==> src/logic/fssc_regs.vh <==
// Register map, field codes and reset values of the fieldbus slave state control
`ifndef FSSC_REGS_VH
`define FSSC_REGS_VH

// Register offsets (byte addresses)
`define FSSC_ADDR_AL_CTRL    8'h00
`define FSSC_ADDR_AL_STAT    8'h04
`define FSSC_ADDR_AL_ERR     8'h08
`define FSSC_ADDR_SYNC_MODE  8'h0C
`define FSSC_ADDR_SYNC_PARAM 8'h10
`define FSSC_ADDR_BUS_SEL    8'h14
`define FSSC_ADDR_NODE       8'h18
`define FSSC_ADDR_IRQ_STAT   8'h1C
`define FSSC_ADDR_IRQ_EN     8'h20
`define FSSC_ADDR_IRQ_CLR    8'h24

// Communication state codes
`define FSSC_ST_INIT   4'h1
`define FSSC_ST_PREOP  4'h2
`define FSSC_ST_SAFEOP 4'h4
`define FSSC_ST_OP     4'h8

// Transition error codes, zero means accepted
`define FSSC_ERR_NONE    16'h0000
`define FSSC_ERR_BADREQ  16'h0011
`define FSSC_ERR_MBX_CFG 16'h0016
`define FSSC_ERR_PD_CFG  16'h001D
`define FSSC_ERR_DC_CFG  16'h0030

// Mailbox service codes
`define FSSC_SVC_EMCY    4'h1
`define FSSC_SVC_SDO_REQ 4'h2
`define FSSC_SVC_SDO_RSP 4'h3

// Fields
`define FSSC_AL_ERR_BIT      4
`define FSSC_SYNC_SUB_MSB    23
`define FSSC_SYNC_SUB_LSB    16
`define FSSC_SYNC_SETTABLE   8'h03
`define FSSC_BUS_SEL_THIS    4'h1
`define FSSC_NODE_ACT_LSB    8

// Interrupt bit positions
`define FSSC_IRQ_STATE_CHG   0
`define FSSC_IRQ_TRANS_ERR   1
`define FSSC_IRQ_EMCY_SENT   2
`define FSSC_IRQ_SYNC_REFUSE 3
`define FSSC_IRQ_W           4

// Reset values
`define FSSC_RST_BUS_SEL     4'h1
`define FSSC_RST_NODE        7'h00
`define FSSC_RST_SYNC_PARAM  16'h0000

`endif

==> src/logic/fssc_ctrl.v <==
// Fieldbus slave communication state machine with register port and data gating
// Behaviour
// - In Init, refuse mailbox traffic and all process data.
// - Pre-Operational request from Init accepted only when mailbox channel setup is valid.
// - Pre-Operational serves mailbox but withholds all process data.
// - Safe-Operational from Pre-Operational needs valid process channels, and clock settings when synchronised.
// - Safe-Operational returns inputs but does not apply received outputs.
// - Operational applies outputs and returns inputs.
// - State changes only on master requests, except a forced return to Init on a fieldbus deselect.
// - Cyclic data exchanged once every network cycle.
// - Acyclic data only as emergency, SDO request and SDO response.
// - Drive alarm sends an emergency message carrying its error code.
// - Application cycle aligned to Sync0 events.
// - Only synchronisation subindex 03h is writable; others refused.
// - Bus selection value 1, the default, selects this fieldbus.
// - Non-zero unique node number gives axis number node minus one.
// - Node number 0 to 127, default 0, effective after restart.
`timescale 1ns/1ps
`include "fssc_regs.vh"

module fssc_ctrl #(
  parameter PD_W = 32,
  parameter MB_W = 16
) (
  input  wire            i_clk,
  input  wire            i_srst,
  input  wire [7:0]      i_addr,
  input  wire [31:0]     i_wdata,
  input  wire            i_wr,
  input  wire            i_rd,
  output reg  [31:0]     o_rdata,
  output wire            o_irq,
  input  wire            i_mbx_sm_ok,
  input  wire            i_pd_sm_ok,
  input  wire            i_dc_ok,
  input  wire            i_restart,
  input  wire            i_node_unique,
  output wire            o_bus_active,
  output wire [3:0]      o_al_state,
  output wire            o_axis_forced,
  output reg  [6:0]      o_axis_number,
  input  wire            i_mbx_rx_valid,
  input  wire [3:0]      i_mbx_rx_svc,
  input  wire [MB_W-1:0] i_mbx_rx_data,
  output reg             o_mbx_rx_ack,
  output reg             o_mbx_rx_nak,
  output reg             o_sdo_req_valid,
  output reg  [MB_W-1:0] o_sdo_req_data,
  input  wire            i_sdo_rsp_valid,
  input  wire [MB_W-1:0] i_sdo_rsp_data,
  output reg             o_mbx_tx_valid,
  output reg  [3:0]      o_mbx_tx_svc,
  output reg  [MB_W-1:0] o_mbx_tx_data,
  input  wire            i_mbx_tx_ready,
  input  wire            i_alarm,
  input  wire [15:0]     i_alarm_code,
  input  wire            i_sync0,
  input  wire            i_pd_out_valid,
  input  wire [PD_W-1:0] i_pd_out_data,
  input  wire [PD_W-1:0] i_app_in_data,
  output reg             o_app_cycle,
  output reg             o_app_out_valid,
  output reg  [PD_W-1:0] o_app_out_data,
  output reg             o_pd_in_valid,
  output reg  [PD_W-1:0] o_pd_in_data
);

  reg [3:0]              state_q;
  reg [3:0]              req_q;
  reg                    err_q;
  reg [15:0]             err_code_q;
  reg                    dc_mode_q;
  reg [15:0]             sync_param_q;
  reg [3:0]              bus_sel_q;
  reg [6:0]              node_pend_q;
  reg [6:0]              node_act_q;
  reg [`FSSC_IRQ_W-1:0]  irq_stat_q;
  reg [`FSSC_IRQ_W-1:0]  irq_en_q;
  reg                    emcy_pend_q;
  reg [15:0]             emcy_code_q;
  reg                    rsp_pend_q;
  reg [MB_W-1:0]         rsp_data_q;
  reg [PD_W-1:0]         pd_out_q;
  reg                    pd_out_seen_q;

  wire                   wr_ctrl;
  wire [3:0]             req_state;
  wire [15:0]            trans_err;
  wire                   mbx_open;
  wire                   pd_in_open;
  wire                   pd_out_open;
  wire                   net_cycle;
  wire [`FSSC_IRQ_W-1:0] irq_set;
  wire [`FSSC_IRQ_W-1:0] irq_clr;
  wire                   sync_wr;
  wire                   sync_ok;
  wire                   emcy_fire;
  wire                   rsp_fire;
  wire                   tx_free;

  // Checks one requested transition; returns an error code or none
  function [15:0] fssc_check;
    input [3:0] cur;
    input [3:0] req;
    input       mbx_ok;
    input       pd_ok;
    input       dc_mode;
    input       dc_ok;
    begin
      fssc_check = `FSSC_ERR_NONE;
      case (req)
        `FSSC_ST_INIT: begin
          fssc_check = `FSSC_ERR_NONE;
        end
        `FSSC_ST_PREOP: begin
          if (cur == `FSSC_ST_INIT && !mbx_ok) begin
            fssc_check = `FSSC_ERR_MBX_CFG;
          end
        end
        `FSSC_ST_SAFEOP: begin
          if (cur == `FSSC_ST_INIT) begin
            fssc_check = `FSSC_ERR_BADREQ;
          end else if (cur == `FSSC_ST_PREOP && !pd_ok) begin
            fssc_check = `FSSC_ERR_PD_CFG;
          end else if (cur == `FSSC_ST_PREOP && dc_mode && !dc_ok) begin
            fssc_check = `FSSC_ERR_DC_CFG;
          end
        end
        `FSSC_ST_OP: begin
          if (cur != `FSSC_ST_SAFEOP && cur != `FSSC_ST_OP) begin
            fssc_check = `FSSC_ERR_BADREQ;
          end
        end
        default: begin
          fssc_check = `FSSC_ERR_BADREQ;
        end
      endcase
    end
  endfunction

  assign wr_ctrl     = i_wr && (i_addr == `FSSC_ADDR_AL_CTRL);
  assign req_state   = i_wdata[3:0];
  assign trans_err   = fssc_check(state_q, req_state, i_mbx_sm_ok, i_pd_sm_ok,
                                  dc_mode_q, i_dc_ok);
  assign o_bus_active = (bus_sel_q == `FSSC_BUS_SEL_THIS);
  assign o_al_state  = state_q;

  // Gating of traffic classes by communication state
  assign mbx_open    = (state_q != `FSSC_ST_INIT);
  assign pd_in_open  = (state_q == `FSSC_ST_SAFEOP) || (state_q == `FSSC_ST_OP);
  assign pd_out_open = (state_q == `FSSC_ST_OP);
  // In clock-synchronised mode Sync0 paces the cycle, else the output frame does
  assign net_cycle   = dc_mode_q ? i_sync0 : i_pd_out_valid;
  // State machine; only master writes move it, except a fieldbus deselect
  always @(posedge i_clk) begin
    if (i_srst) begin
      state_q    <= `FSSC_ST_INIT;
      req_q      <= `FSSC_ST_INIT;
      err_q      <= 1'b0;
      err_code_q <= `FSSC_ERR_NONE;
    end else if (!o_bus_active) begin
      state_q    <= `FSSC_ST_INIT;
    end else if (wr_ctrl) begin
      req_q <= req_state;
      if (trans_err == `FSSC_ERR_NONE) begin
        state_q    <= req_state;
        err_q      <= 1'b0;
        err_code_q <= `FSSC_ERR_NONE;
      end else begin
        err_q      <= 1'b1;
        err_code_q <= trans_err;
      end
    end
  end

  // Synchronisation parameter write: one subindex is settable
  assign sync_wr = i_wr && (i_addr == `FSSC_ADDR_SYNC_PARAM);
  assign sync_ok = (i_wdata[`FSSC_SYNC_SUB_MSB:`FSSC_SYNC_SUB_LSB] == `FSSC_SYNC_SETTABLE);

  // Software configuration registers
  always @(posedge i_clk) begin
    if (i_srst) begin
      dc_mode_q    <= 1'b0;
      sync_param_q <= `FSSC_RST_SYNC_PARAM;
      bus_sel_q    <= `FSSC_RST_BUS_SEL;
      node_pend_q  <= `FSSC_RST_NODE;
      irq_en_q     <= {`FSSC_IRQ_W{1'b0}};
    end else if (i_wr) begin
      if (i_addr == `FSSC_ADDR_SYNC_MODE) begin
        dc_mode_q <= i_wdata[0];
      end else if (sync_wr && sync_ok) begin
        sync_param_q <= i_wdata[15:0];
      end else if (i_addr == `FSSC_ADDR_BUS_SEL) begin
        bus_sel_q <= i_wdata[3:0];
      end else if (i_addr == `FSSC_ADDR_NODE) begin
        node_pend_q <= i_wdata[6:0];
      end else if (i_addr == `FSSC_ADDR_IRQ_EN) begin
        irq_en_q <= i_wdata[`FSSC_IRQ_W-1:0];
      end
    end
  end

  // Node number survives soft reset and only takes effect on restart
  always @(posedge i_clk) begin
    if (i_restart) begin
      node_act_q <= node_pend_q;
    end
  end
  // Axis number forced only by a non-zero unique node number
  assign o_axis_forced = (node_act_q != `FSSC_RST_NODE) && i_node_unique;
  always @(posedge i_clk) begin
    if (i_srst) begin
      o_axis_number <= 7'h00;
    end else begin
      o_axis_number <= o_axis_forced ? node_act_q - 7'h01 : 7'h00;
    end
  end
  // Mailbox receive: only SDO requests are served, and never in Init
  always @(posedge i_clk) begin
    if (i_srst) begin
      o_mbx_rx_ack    <= 1'b0;
      o_mbx_rx_nak    <= 1'b0;
      o_sdo_req_valid <= 1'b0;
      o_sdo_req_data  <= {MB_W{1'b0}};
    end else begin
      o_mbx_rx_ack    <= 1'b0;
      o_mbx_rx_nak    <= 1'b0;
      o_sdo_req_valid <= 1'b0;
      if (i_mbx_rx_valid) begin
        if (mbx_open && i_mbx_rx_svc == `FSSC_SVC_SDO_REQ) begin
          o_mbx_rx_ack    <= 1'b1;
          o_sdo_req_valid <= 1'b1;
          o_sdo_req_data  <= i_mbx_rx_data;
        end else begin
          o_mbx_rx_nak <= 1'b1;
        end
      end
    end
  end

  // Mailbox send: emergencies take priority over SDO responses
  assign tx_free   = !o_mbx_tx_valid || i_mbx_tx_ready;
  assign emcy_fire = tx_free && mbx_open && emcy_pend_q;
  assign rsp_fire  = tx_free && mbx_open && rsp_pend_q && !emcy_pend_q;
  // Alarms raised in Init wait until the mailbox opens; a newer code replaces an older
  always @(posedge i_clk) begin
    if (i_srst) begin
      emcy_pend_q <= 1'b0;
      emcy_code_q <= 16'h0000;
      rsp_pend_q  <= 1'b0;
      rsp_data_q  <= {MB_W{1'b0}};
    end else begin
      if (i_alarm) begin
        emcy_pend_q <= 1'b1;
        emcy_code_q <= i_alarm_code;
      end else if (emcy_fire) begin
        emcy_pend_q <= 1'b0;
      end
      if (i_sdo_rsp_valid) begin
        rsp_pend_q <= 1'b1;
        rsp_data_q <= i_sdo_rsp_data;
      end else if (rsp_fire) begin
        rsp_pend_q <= 1'b0;
      end
    end
  end
  always @(posedge i_clk) begin
    if (i_srst) begin
      o_mbx_tx_valid <= 1'b0;
      o_mbx_tx_svc   <= 4'h0;
      o_mbx_tx_data  <= {MB_W{1'b0}};
    end else if (emcy_fire) begin
      o_mbx_tx_valid <= 1'b1;
      o_mbx_tx_svc   <= `FSSC_SVC_EMCY;
      o_mbx_tx_data  <= emcy_code_q[MB_W-1:0];
    end else if (rsp_fire) begin
      o_mbx_tx_valid <= 1'b1;
      o_mbx_tx_svc   <= `FSSC_SVC_SDO_RSP;
      o_mbx_tx_data  <= rsp_data_q;
    end else if (i_mbx_tx_ready) begin
      o_mbx_tx_valid <= 1'b0;
    end
  end
  // Latest output frame is held so a Sync0 cycle applies the newest data
  always @(posedge i_clk) begin
    if (i_srst) begin
      pd_out_q      <= {PD_W{1'b0}};
      pd_out_seen_q <= 1'b0;
    end else if (i_pd_out_valid && pd_in_open) begin
      pd_out_q      <= i_pd_out_data;
      pd_out_seen_q <= 1'b1;
    end else if (!pd_in_open) begin
      pd_out_seen_q <= 1'b0;
    end
  end
  // One exchange per network cycle; outputs applied only in Operational
  always @(posedge i_clk) begin
    if (i_srst) begin
      o_app_cycle     <= 1'b0;
      o_app_out_valid <= 1'b0;
      o_app_out_data  <= {PD_W{1'b0}};
      o_pd_in_valid   <= 1'b0;
      o_pd_in_data    <= {PD_W{1'b0}};
    end else begin
      o_app_cycle     <= net_cycle && pd_in_open;
      o_app_out_valid <= 1'b0;
      o_pd_in_valid   <= 1'b0;
      if (net_cycle && pd_in_open) begin
        o_pd_in_valid <= 1'b1;
        o_pd_in_data  <= i_app_in_data;
        if (pd_out_open && (pd_out_seen_q || i_pd_out_valid)) begin
          o_app_out_valid <= 1'b1;
          o_app_out_data  <= dc_mode_q ? pd_out_q : i_pd_out_data;
        end
      end
    end
  end

  // Interrupt events; a set in the clearing cycle wins
  assign irq_set[`FSSC_IRQ_STATE_CHG]   = wr_ctrl && o_bus_active &&
                                          trans_err == `FSSC_ERR_NONE &&
                                          req_state != state_q;
  assign irq_set[`FSSC_IRQ_TRANS_ERR]   = wr_ctrl && o_bus_active &&
                                          trans_err != `FSSC_ERR_NONE;
  assign irq_set[`FSSC_IRQ_EMCY_SENT]   = emcy_fire;
  assign irq_set[`FSSC_IRQ_SYNC_REFUSE] = sync_wr && !sync_ok;
  assign irq_clr = (i_wr && i_addr == `FSSC_ADDR_IRQ_CLR) ?
                   i_wdata[`FSSC_IRQ_W-1:0] : {`FSSC_IRQ_W{1'b0}};
  always @(posedge i_clk) begin
    if (i_srst) begin
      irq_stat_q <= {`FSSC_IRQ_W{1'b0}};
    end else begin
      irq_stat_q <= (irq_stat_q & ~irq_clr) | irq_set;
    end
  end
  assign o_irq = |(irq_stat_q & irq_en_q);

  // Read port: data stand for one cycle only; unmapped reads give zero
  always @(posedge i_clk) begin
    if (i_srst || !i_rd) begin
      o_rdata <= 32'h00000000;
    end else if (i_addr == `FSSC_ADDR_AL_CTRL) begin
      o_rdata <= {28'h0000000, req_q};
    end else if (i_addr == `FSSC_ADDR_AL_STAT) begin
      o_rdata <= {27'h0000000, err_q, state_q};
    end else if (i_addr == `FSSC_ADDR_AL_ERR) begin
      o_rdata <= {16'h0000, err_code_q};
    end else if (i_addr == `FSSC_ADDR_SYNC_MODE) begin
      o_rdata <= {31'h00000000, dc_mode_q};
    end else if (i_addr == `FSSC_ADDR_SYNC_PARAM) begin
      o_rdata <= {16'h0000, sync_param_q};
    end else if (i_addr == `FSSC_ADDR_BUS_SEL) begin
      o_rdata <= {28'h0000000, bus_sel_q};
    end else if (i_addr == `FSSC_ADDR_NODE) begin
      o_rdata <= {17'h00000, node_act_q, 1'b0, node_pend_q};
    end else if (i_addr == `FSSC_ADDR_IRQ_STAT) begin
      o_rdata <= {{(32-`FSSC_IRQ_W){1'b0}}, irq_stat_q};
    end else if (i_addr == `FSSC_ADDR_IRQ_EN) begin
      o_rdata <= {{(32-`FSSC_IRQ_W){1'b0}}, irq_en_q};
    end else begin
      o_rdata <= 32'h00000000;
    end
  end

endmodule

==> config.mk <==
export PLATFORM = sky130hd
export DESIGN_NAME = fssc_ctrl
export DESIGN_NICKNAME = d
export VERILOG_FILES = /design/src/logic/fssc_ctrl.v
export VERILOG_INCLUDE_DIRS = /design/src /design/src/logic
export SDC_FILE = /design/constraint.sdc
export NUM_CORES = 1
export LEC_CHECK = 0
export ABC_CLOCK_PERIOD_IN_PS = 2500
export BUFFER_PORTS_ARGS = -buffer_cell sky130_fd_sc_hd__buf_2
export CORE_MARGIN = 10
export CORE_UTILIZATION = 51
export DETAILED_ROUTE_END_ITERATION = 16
export PLACE_DENSITY_LB_ADDON = 0.15
export SYNTH_ARGS = -nofsm -noshare
export SYNTH_HDL_FRONTEND = slang
export SYNTH_SLANG_ARGS = --single-unit
==> constraint.sdc <==
create_clock -name i_clk -period 2.5 [get_ports i_clk]
set_clock_uncertainty 0.15 [all_clocks]
set_input_delay 0.25 -clock i_clk [delete_from_list [all_inputs] [get_ports i_clk]]
set_output_delay 0.25 -clock i_clk [all_outputs]
set_load 0.01 [all_outputs]
## Word level (Yosys, flattened, before mapping)

Index checks and enable logic that the tools add are counted.

- Register bits after elaboration: 278
- Input port bits: 171
- Output and inout port bits: 153
- Logic and storage cells: 169

- Add/sub/neg operators: 1
- Equality and inequality tests: 25
- Mux-type cells: 37
- Bitwise operators: 12
- Reduce and logical (&&, ||, !) cells: 60

Operators by type and width:

| operator | number |
|---|---|
| $mux W16 | 6 |
| $eq A8 B5 Y1 const B | 4 |
| $mux W32 | 1 |
| $mux W15 | 2 |
| $pmux W6 S4 | 1 |
| $logic_and A1 B1 Y1 | 23 |
| $mux W6 | 3 |
| $mux W1 | 17 |
| $eq A8 B4 Y1 const B | 2 |
| $eq A8 B6 Y1 const B | 2 |
| $logic_not A16 Y1 | 1 |
| $mux W4 | 4 |
| $reduce_bool A16 Y1 | 1 |
| $mux W5 | 3 |
| $eq A4 B1 Y1 const B | 3 |
| $eq A4 B2 Y1 const B | 3 |
| $reduce_or A2 Y1 | 6 |
| $reduce_and A2 Y1 | 5 |
| $reduce_or A9 Y1 | 1 |
| $and A4 B4 Y4 | 2 |
| $eq A4 B3 Y1 const B | 2 |
| $eq A4 B4 Y1 const B | 2 |
| $eq A8 B2 Y1 const B | 1 |
| $eq A8 B3 Y1 const B | 1 |
| other kinds (21) | 39 |

## Depth between registers and ports, before layout

- Word-level depth: 11
- Depth in mapped cells: 9
- Mapped depth without buffers: 8

## Worst setup path before layout

OpenSTA, ideal clock, no wires.

- Kind: reg2reg
- Start point: register state_q[2] (netlist: o_al_state[2])
- End point: register state_q[0] (netlist: o_al_state[0])
- Setup time: 122 ps
- Arrival time: 1946 ps
- Data required time: 2228 ps
- Slack: 282 ps
- Cell stages (with the launch flop): 8
- Buffers on the path: 1
- Period minus slack after synthesis: 2218 ps
- Cells stage by stage: dfxtp_1 > buf_4 > xor2_4 > nand2_2 > or4_4 > nor2b_4 > o31a_1 > a311o_1

- Longest elaborated chain between the ends: 9
- Elaborated cells between the ends (all ways): 17
- Those cells by class: eq/ne: 4; mux: 6; reduce/logical: 7

RTL lines:

| what | line | text |
|---|---|---|
| from (decl) | fssc_ctrl.v:68 | `reg [3:0] state_q;` |
| from (signal assigned) | fssc_ctrl.v:157 | `` state_q <= `FSSC_ST_INIT; `` |
| from (signal assigned) | fssc_ctrl.v:162 | `` state_q <= `FSSC_ST_INIT; `` |
| from (signal assigned) | fssc_ctrl.v:166 | `state_q <= req_state;` |
| $eq A4 B2 Y1 (no source line) | -- |  |
| $logic_and A1 B1 Y1 (2 in series) | fssc_ctrl.v:125 | `` end else if (cur == `FSSC_ST_PREOP && dc_mode && !dc_ok) begin `` |
| $mux W6 | fssc_ctrl.v:125 |  |
| $mux W6 | fssc_ctrl.v:123 | `` end else if (cur == `FSSC_ST_PREOP && !pd_ok) begin `` |
| $mux W6 | fssc_ctrl.v:121 | `` if (cur == `FSSC_ST_INIT) begin `` |
| $pmux W6 S4 (*) | fssc_ctrl.v:111 | `case (req)` |
| $logic_not A16 Y1 (no source line) (*) | -- |  |
| $reduce_and A2 Y1 (no source line) (*) | -- |  |

Mark *: on every way between the ends. The rest lies on a longest branch, timed or not.
A chain may end at the register's enable or synchronous reset.

## Worst setup path after layout

- Start point: register state_q[1] (netlist: o_al_state[1])
- End point: register o_sdo_req_data[1]

- Longest elaborated chain between the ends: 3

RTL lines:

| what | line | text |
|---|---|---|
| $ne A4 B1 Y1 (no source line) | -- |  |
| $logic_and A1 B1 Y1 (no source line) | -- |  |
| $reduce_and A2 Y1 (no source line) | -- |  |
| to (signal assigned) | fssc_ctrl.v:224 | `o_sdo_req_data <= {MB_W{1'b0}};` |
| to (signal assigned) | fssc_ctrl.v:233 | `o_sdo_req_data <= i_mbx_rx_data;` |
| to (decl) | fssc_ctrl.v:48 | `output reg [MB_W-1:0] o_sdo_req_data,` |

Every way passes these cells.

==> key figures <==
Clocking
  – Worst-Skew Late Latency: between 0.5 and 0.6 ns
  – CTS sink count: 251
  – CTS buffer count: 27
  – CTS tree: built
  – H-tree Lvls: 1
  – Post-CTS Setup Bufs: 0
  – Clock Path Buffers: 3
  – Root buffer cell: clkbuf_16
  – Worst-path clk slew: about 0.060 ns

Setup path
  – Worst path slowest cell: dlygate4sd3_1
  – Worst setup endpoint: o_sdo_req_data[1]
  – Crit path from: o_al_state[1]
  – CP Capture Type: flip-flop
  – Buf/Inv on CP: 3
  – Critical path fanouts, max: 18
  – Max incr delay on CP: 0.55 ns
  – Reg2reg start: o_al_state[1]
  – CP Depth: 8
  – Worst setup path class: flip-flop to flip-flop
  – Reg2Reg Setup Slack: 0.15 ns
  – R2r worst-path depth: 8
  – Critical Path RT: 2.74 ns
  – Crit path cell chain: nand2b_1, or3_1, buf_4, and4b_1, buf_6, nand3_1, dlygate4sd3_1, a21oi_1
  – Critical path data arrival time: about 2.6 ns
  – Capturing point of the worst reg2reg path: o_sdo_req_data[1]
  – Family with the most delay on the worst path: buffers and inverters
  – CP Launch Type: flip-flop

Route
  – Residual DRC count: 0
  – ANT nets after route: 0
  – Vias per cell: 5.26
  – First DRT Iteration DRCs: around 700
  – TritonRoute pass-1 iters: 5
  – WL/cell: 17.3 um
  – Final wirelength: approximately 33000 um
  – Via Count: between 9000 and 10000

STA
  – Final setup violation count: 0
  – Minimum clock period: around 2.4 ns
  – Achievable Freq: between 400 and 500 MHz
  – Slew Limit Fails: 0
  – RSZ-0062 raised after global routing: no
  – Total negative slack: 0 ns
  – Worst rel slew slack: between 60% and 70%
  – Slew of the pin with the lowest slew margin: about 0.58 ns
  – Final worst slack: 0.148 ns
  – Final hold violation count: 0
  – Final worst-path cycle share: 94.1%

Logic synthesis
  – EDFF count, synth: 7
  – Top area cells in the synthesized netlist: dfxtp_1 (48%), nand2_1 (8.5%), mux2i_1 (7.0%)
  – Synth cell count leaders: dfxtp_1 (244), nand2_1 (230), nor2_1 (146), a21oi_1 (138), mux2i_1 (71)
  – Post-Syn Area: about 0.010 sq mm
  – Seq/Total Area, Yosys: 50.4%
  – Ys async rst share: 0%
  – Area share of the largest cell type after synthesis: 48.3%
  – Post-Synthesis Cells: between 1000 and 1500
  – Top_reg_cell synth: dfxtp_1
  – Synth area leader: dfxtp_1
  – Yosys warnings: 0
  – Synth Register Bits: around 250
  – Synth cell types: 63
  – Top-count cell post-synth: dfxtp_1
  – Syn Area/Cell: around 8.5 sq um

Power
  – Pwr Density: 604 mW/mm^2
  – VDD IR max: a little under 500 uV
  – Leak pwr: about 5.8 nW

Run status
  – Status: finished clean

Global routing
  – GRT Resource Usage Total: around a quarter
  – Vias in the first global route: 9953
  – Grt total ovfl: 0
  – Largest net degree at the start of global routing: 117
  – Initial antenna violation count: 2
  – First-pass GRT wire length: 52400 um

Floorplanning
  – # rows: between 50 and 60
  – Die X: about 160 um
  – IO Count: 324
  – Core ar.: about 0.019 sq mm
  – Chip height: between 150 and 200 um
  – Initial core utilization: 51.9%
  – Die ar.: 0.0258 sq mm

Placed design
  – # port buffers: around 300
  – Placed Instance Area: between 0.01 and 0.015 sq mm
  – RePlAce Congestion: between 0.9 and 1
  – Post-DP HPWL: between 20000 and 25000 um
  – Pre-CTS setup slack: around 0.21 ns

Worst hold path
  – Worst min-delay path category: primary input to flip-flop

Cells and area
  – Final design area excluding fillers: between 0.01 and 0.015 sq mm
  – Synthesis-to-finish area growth: 38.9%
  – Nets: approximately 1800
  – Share of layout cells above drive strength 1: approximately a quarter
  – Fillers: 1457

Flow run
  – MaxCap Viol Count: 0
## worst min-delay path by stage
stage	from	end	slack (ns)	depth (start not counted)
floorplan	i_restart	node_act_q[0]	0.21	0
global placement	sync_param_q[15]	sync_param_q[15]	0.29	2
detailed placement	sync_param_q[1]	sync_param_q[1]	0.29	2
CTS	i_mbx_rx_valid	o_sdo_req_data[13]	0.003	3
global route	i_addr[6]	o_rdata[2]	0.03	4
finish	i_addr[6]	o_rdata[2]	0.009	4
## power breakdown
part           switching (mW)  internal, mW  leakage (nW)
combinational           0.310         0.330          3.32
clock                    1.55          2.19         0.407
sequential             0.0252          4.06          2.05
total                    1.89          6.58          5.77
## cell usage in the layout (no fill, tap or decap), types with 4 or more instances in the layout
cell type      synthesis  final
nand4_1                9      9
inv_1                 14     14
o22ai_1                5      5
xnor2_1                6      6
o21ai_0               15     14
o31ai_1                5      5
dlygate4sd3_1          0    137
nand2b_1              13     13
clkbuf_16              0     27
clkbuf_1              62     10
nor3_1                 7      7
buf_4                 21     36
edfxtp_1               7      7
a21oi_1              138    138
clkbuf_8               0      7
dfxtp_1              244    243
a22oi_1               11     11
nor4_1                 6      6
a311oi_1              15     15
nand3_1               44     44
mux2i_1               71     71
conb_1                 1     18
and3_1                 4      4
buf_2                 12    296
nand2_1              230    230
a211oi_1              38     38
nor2_1               146    145
## repair_timing
action	in CTS	in global routing
endpoints found under the hold margin	186	0
gates resized for setup	0	2
setup endpoints to repair	0	2
hold buffers	137	0
## flip-flops by register name, indices dropped and copies added, names as in the netlist, 2 cells and up
signal / flops
req_q: 4
irq_en_q: 4
err_code_q: 6
irq_stat_q: 4
o_mbx_tx_data: 16
o_sdo_req_data: 16
node_pend_q: 7
rsp_data_q: 16
pd_out_q: 32
o_mbx_tx_svc: 2
o_pd_in_data: 32
o_app_out_data: 32
sync_param_q: 16
o_rdata: 16
node_act_q: 7
o_al_state: 4
bus_sel_q: 4
emcy_code_q: 16
o_axis_number: 7
## metrics by stage
| step | instances | total power, mW | hold slack [ns] | utilization [%] |
|---|---|---|---|---|
| final | 1890 | 8.47 | 0.00893 | 72.1 |
| after global routing | 1888 | 8.75 | 0.0254 | 72.1 |
| after detailed placement | 1703 | 4.63 | 0.293 | 60.7 |
| after floorplan | 1208 | 4.43 | 0.212 | - |
| after CTS | 1887 | 8.51 | 0.00254 | 72.0 |
| after global placement | 1703 | 4.63 | 0.287 | 60.7 |
## logic make-up after synthesis
| family | Yosys count | share of synthesized area [%] |
|---|---|---|
| flops | 251 | 50.4 |
| simple gates | 491 | 21.1 |
| mux | 74 | 7.37 |
| buf+inv | 121 | 5.50 |
| xor+xnor | 8 | 0.879 |
| compound gates | 244 | 14.6 |
| other cells | 1 | 0.0371 |
| fa+ha+maj | 1 | 0.124 |
## per-layer routing
metal,vias to the layer above,track usage (%),routed length (um)
met1,4617,28.2,13100
met4,2,6.16,803
li1,4880,-,-
met2,386,40.8,15600
met5,-,0,7
met3,61,8.38,3150
## cell type report
| cell class | count | area, sq um | area share (%) |
|---|---|---|---|
| multi-input combinational | 836 | 4530 | 32.3 |
| inverter | 15 | 56.3 | 0.401 |
| sequential | 251 | 5100 | 36.3 |
| clock inverter | 3 | 18.8 | 0.134 |
| clock buffer | 44 | 810 | 5.77 |
| timing repair buffer | 473 | 3190 | 22.7 |
| antenna | 3 | 7.51 | 0.0535 |
| tap | 265 | 332 | 2.36 |
## worst register-to-register path: stages, from the launching register on
cell           delay [ns]
dfxtp_1              0.32
nand2b_1             0.17
or3_1                0.35
buf_4                0.18
and4b_1              0.22
buf_6                0.16
nand3_1              0.08
dlygate4sd3_1        0.55
a21oi_1              0.05
Note: power is estimated with default switching activity, not from simulation.
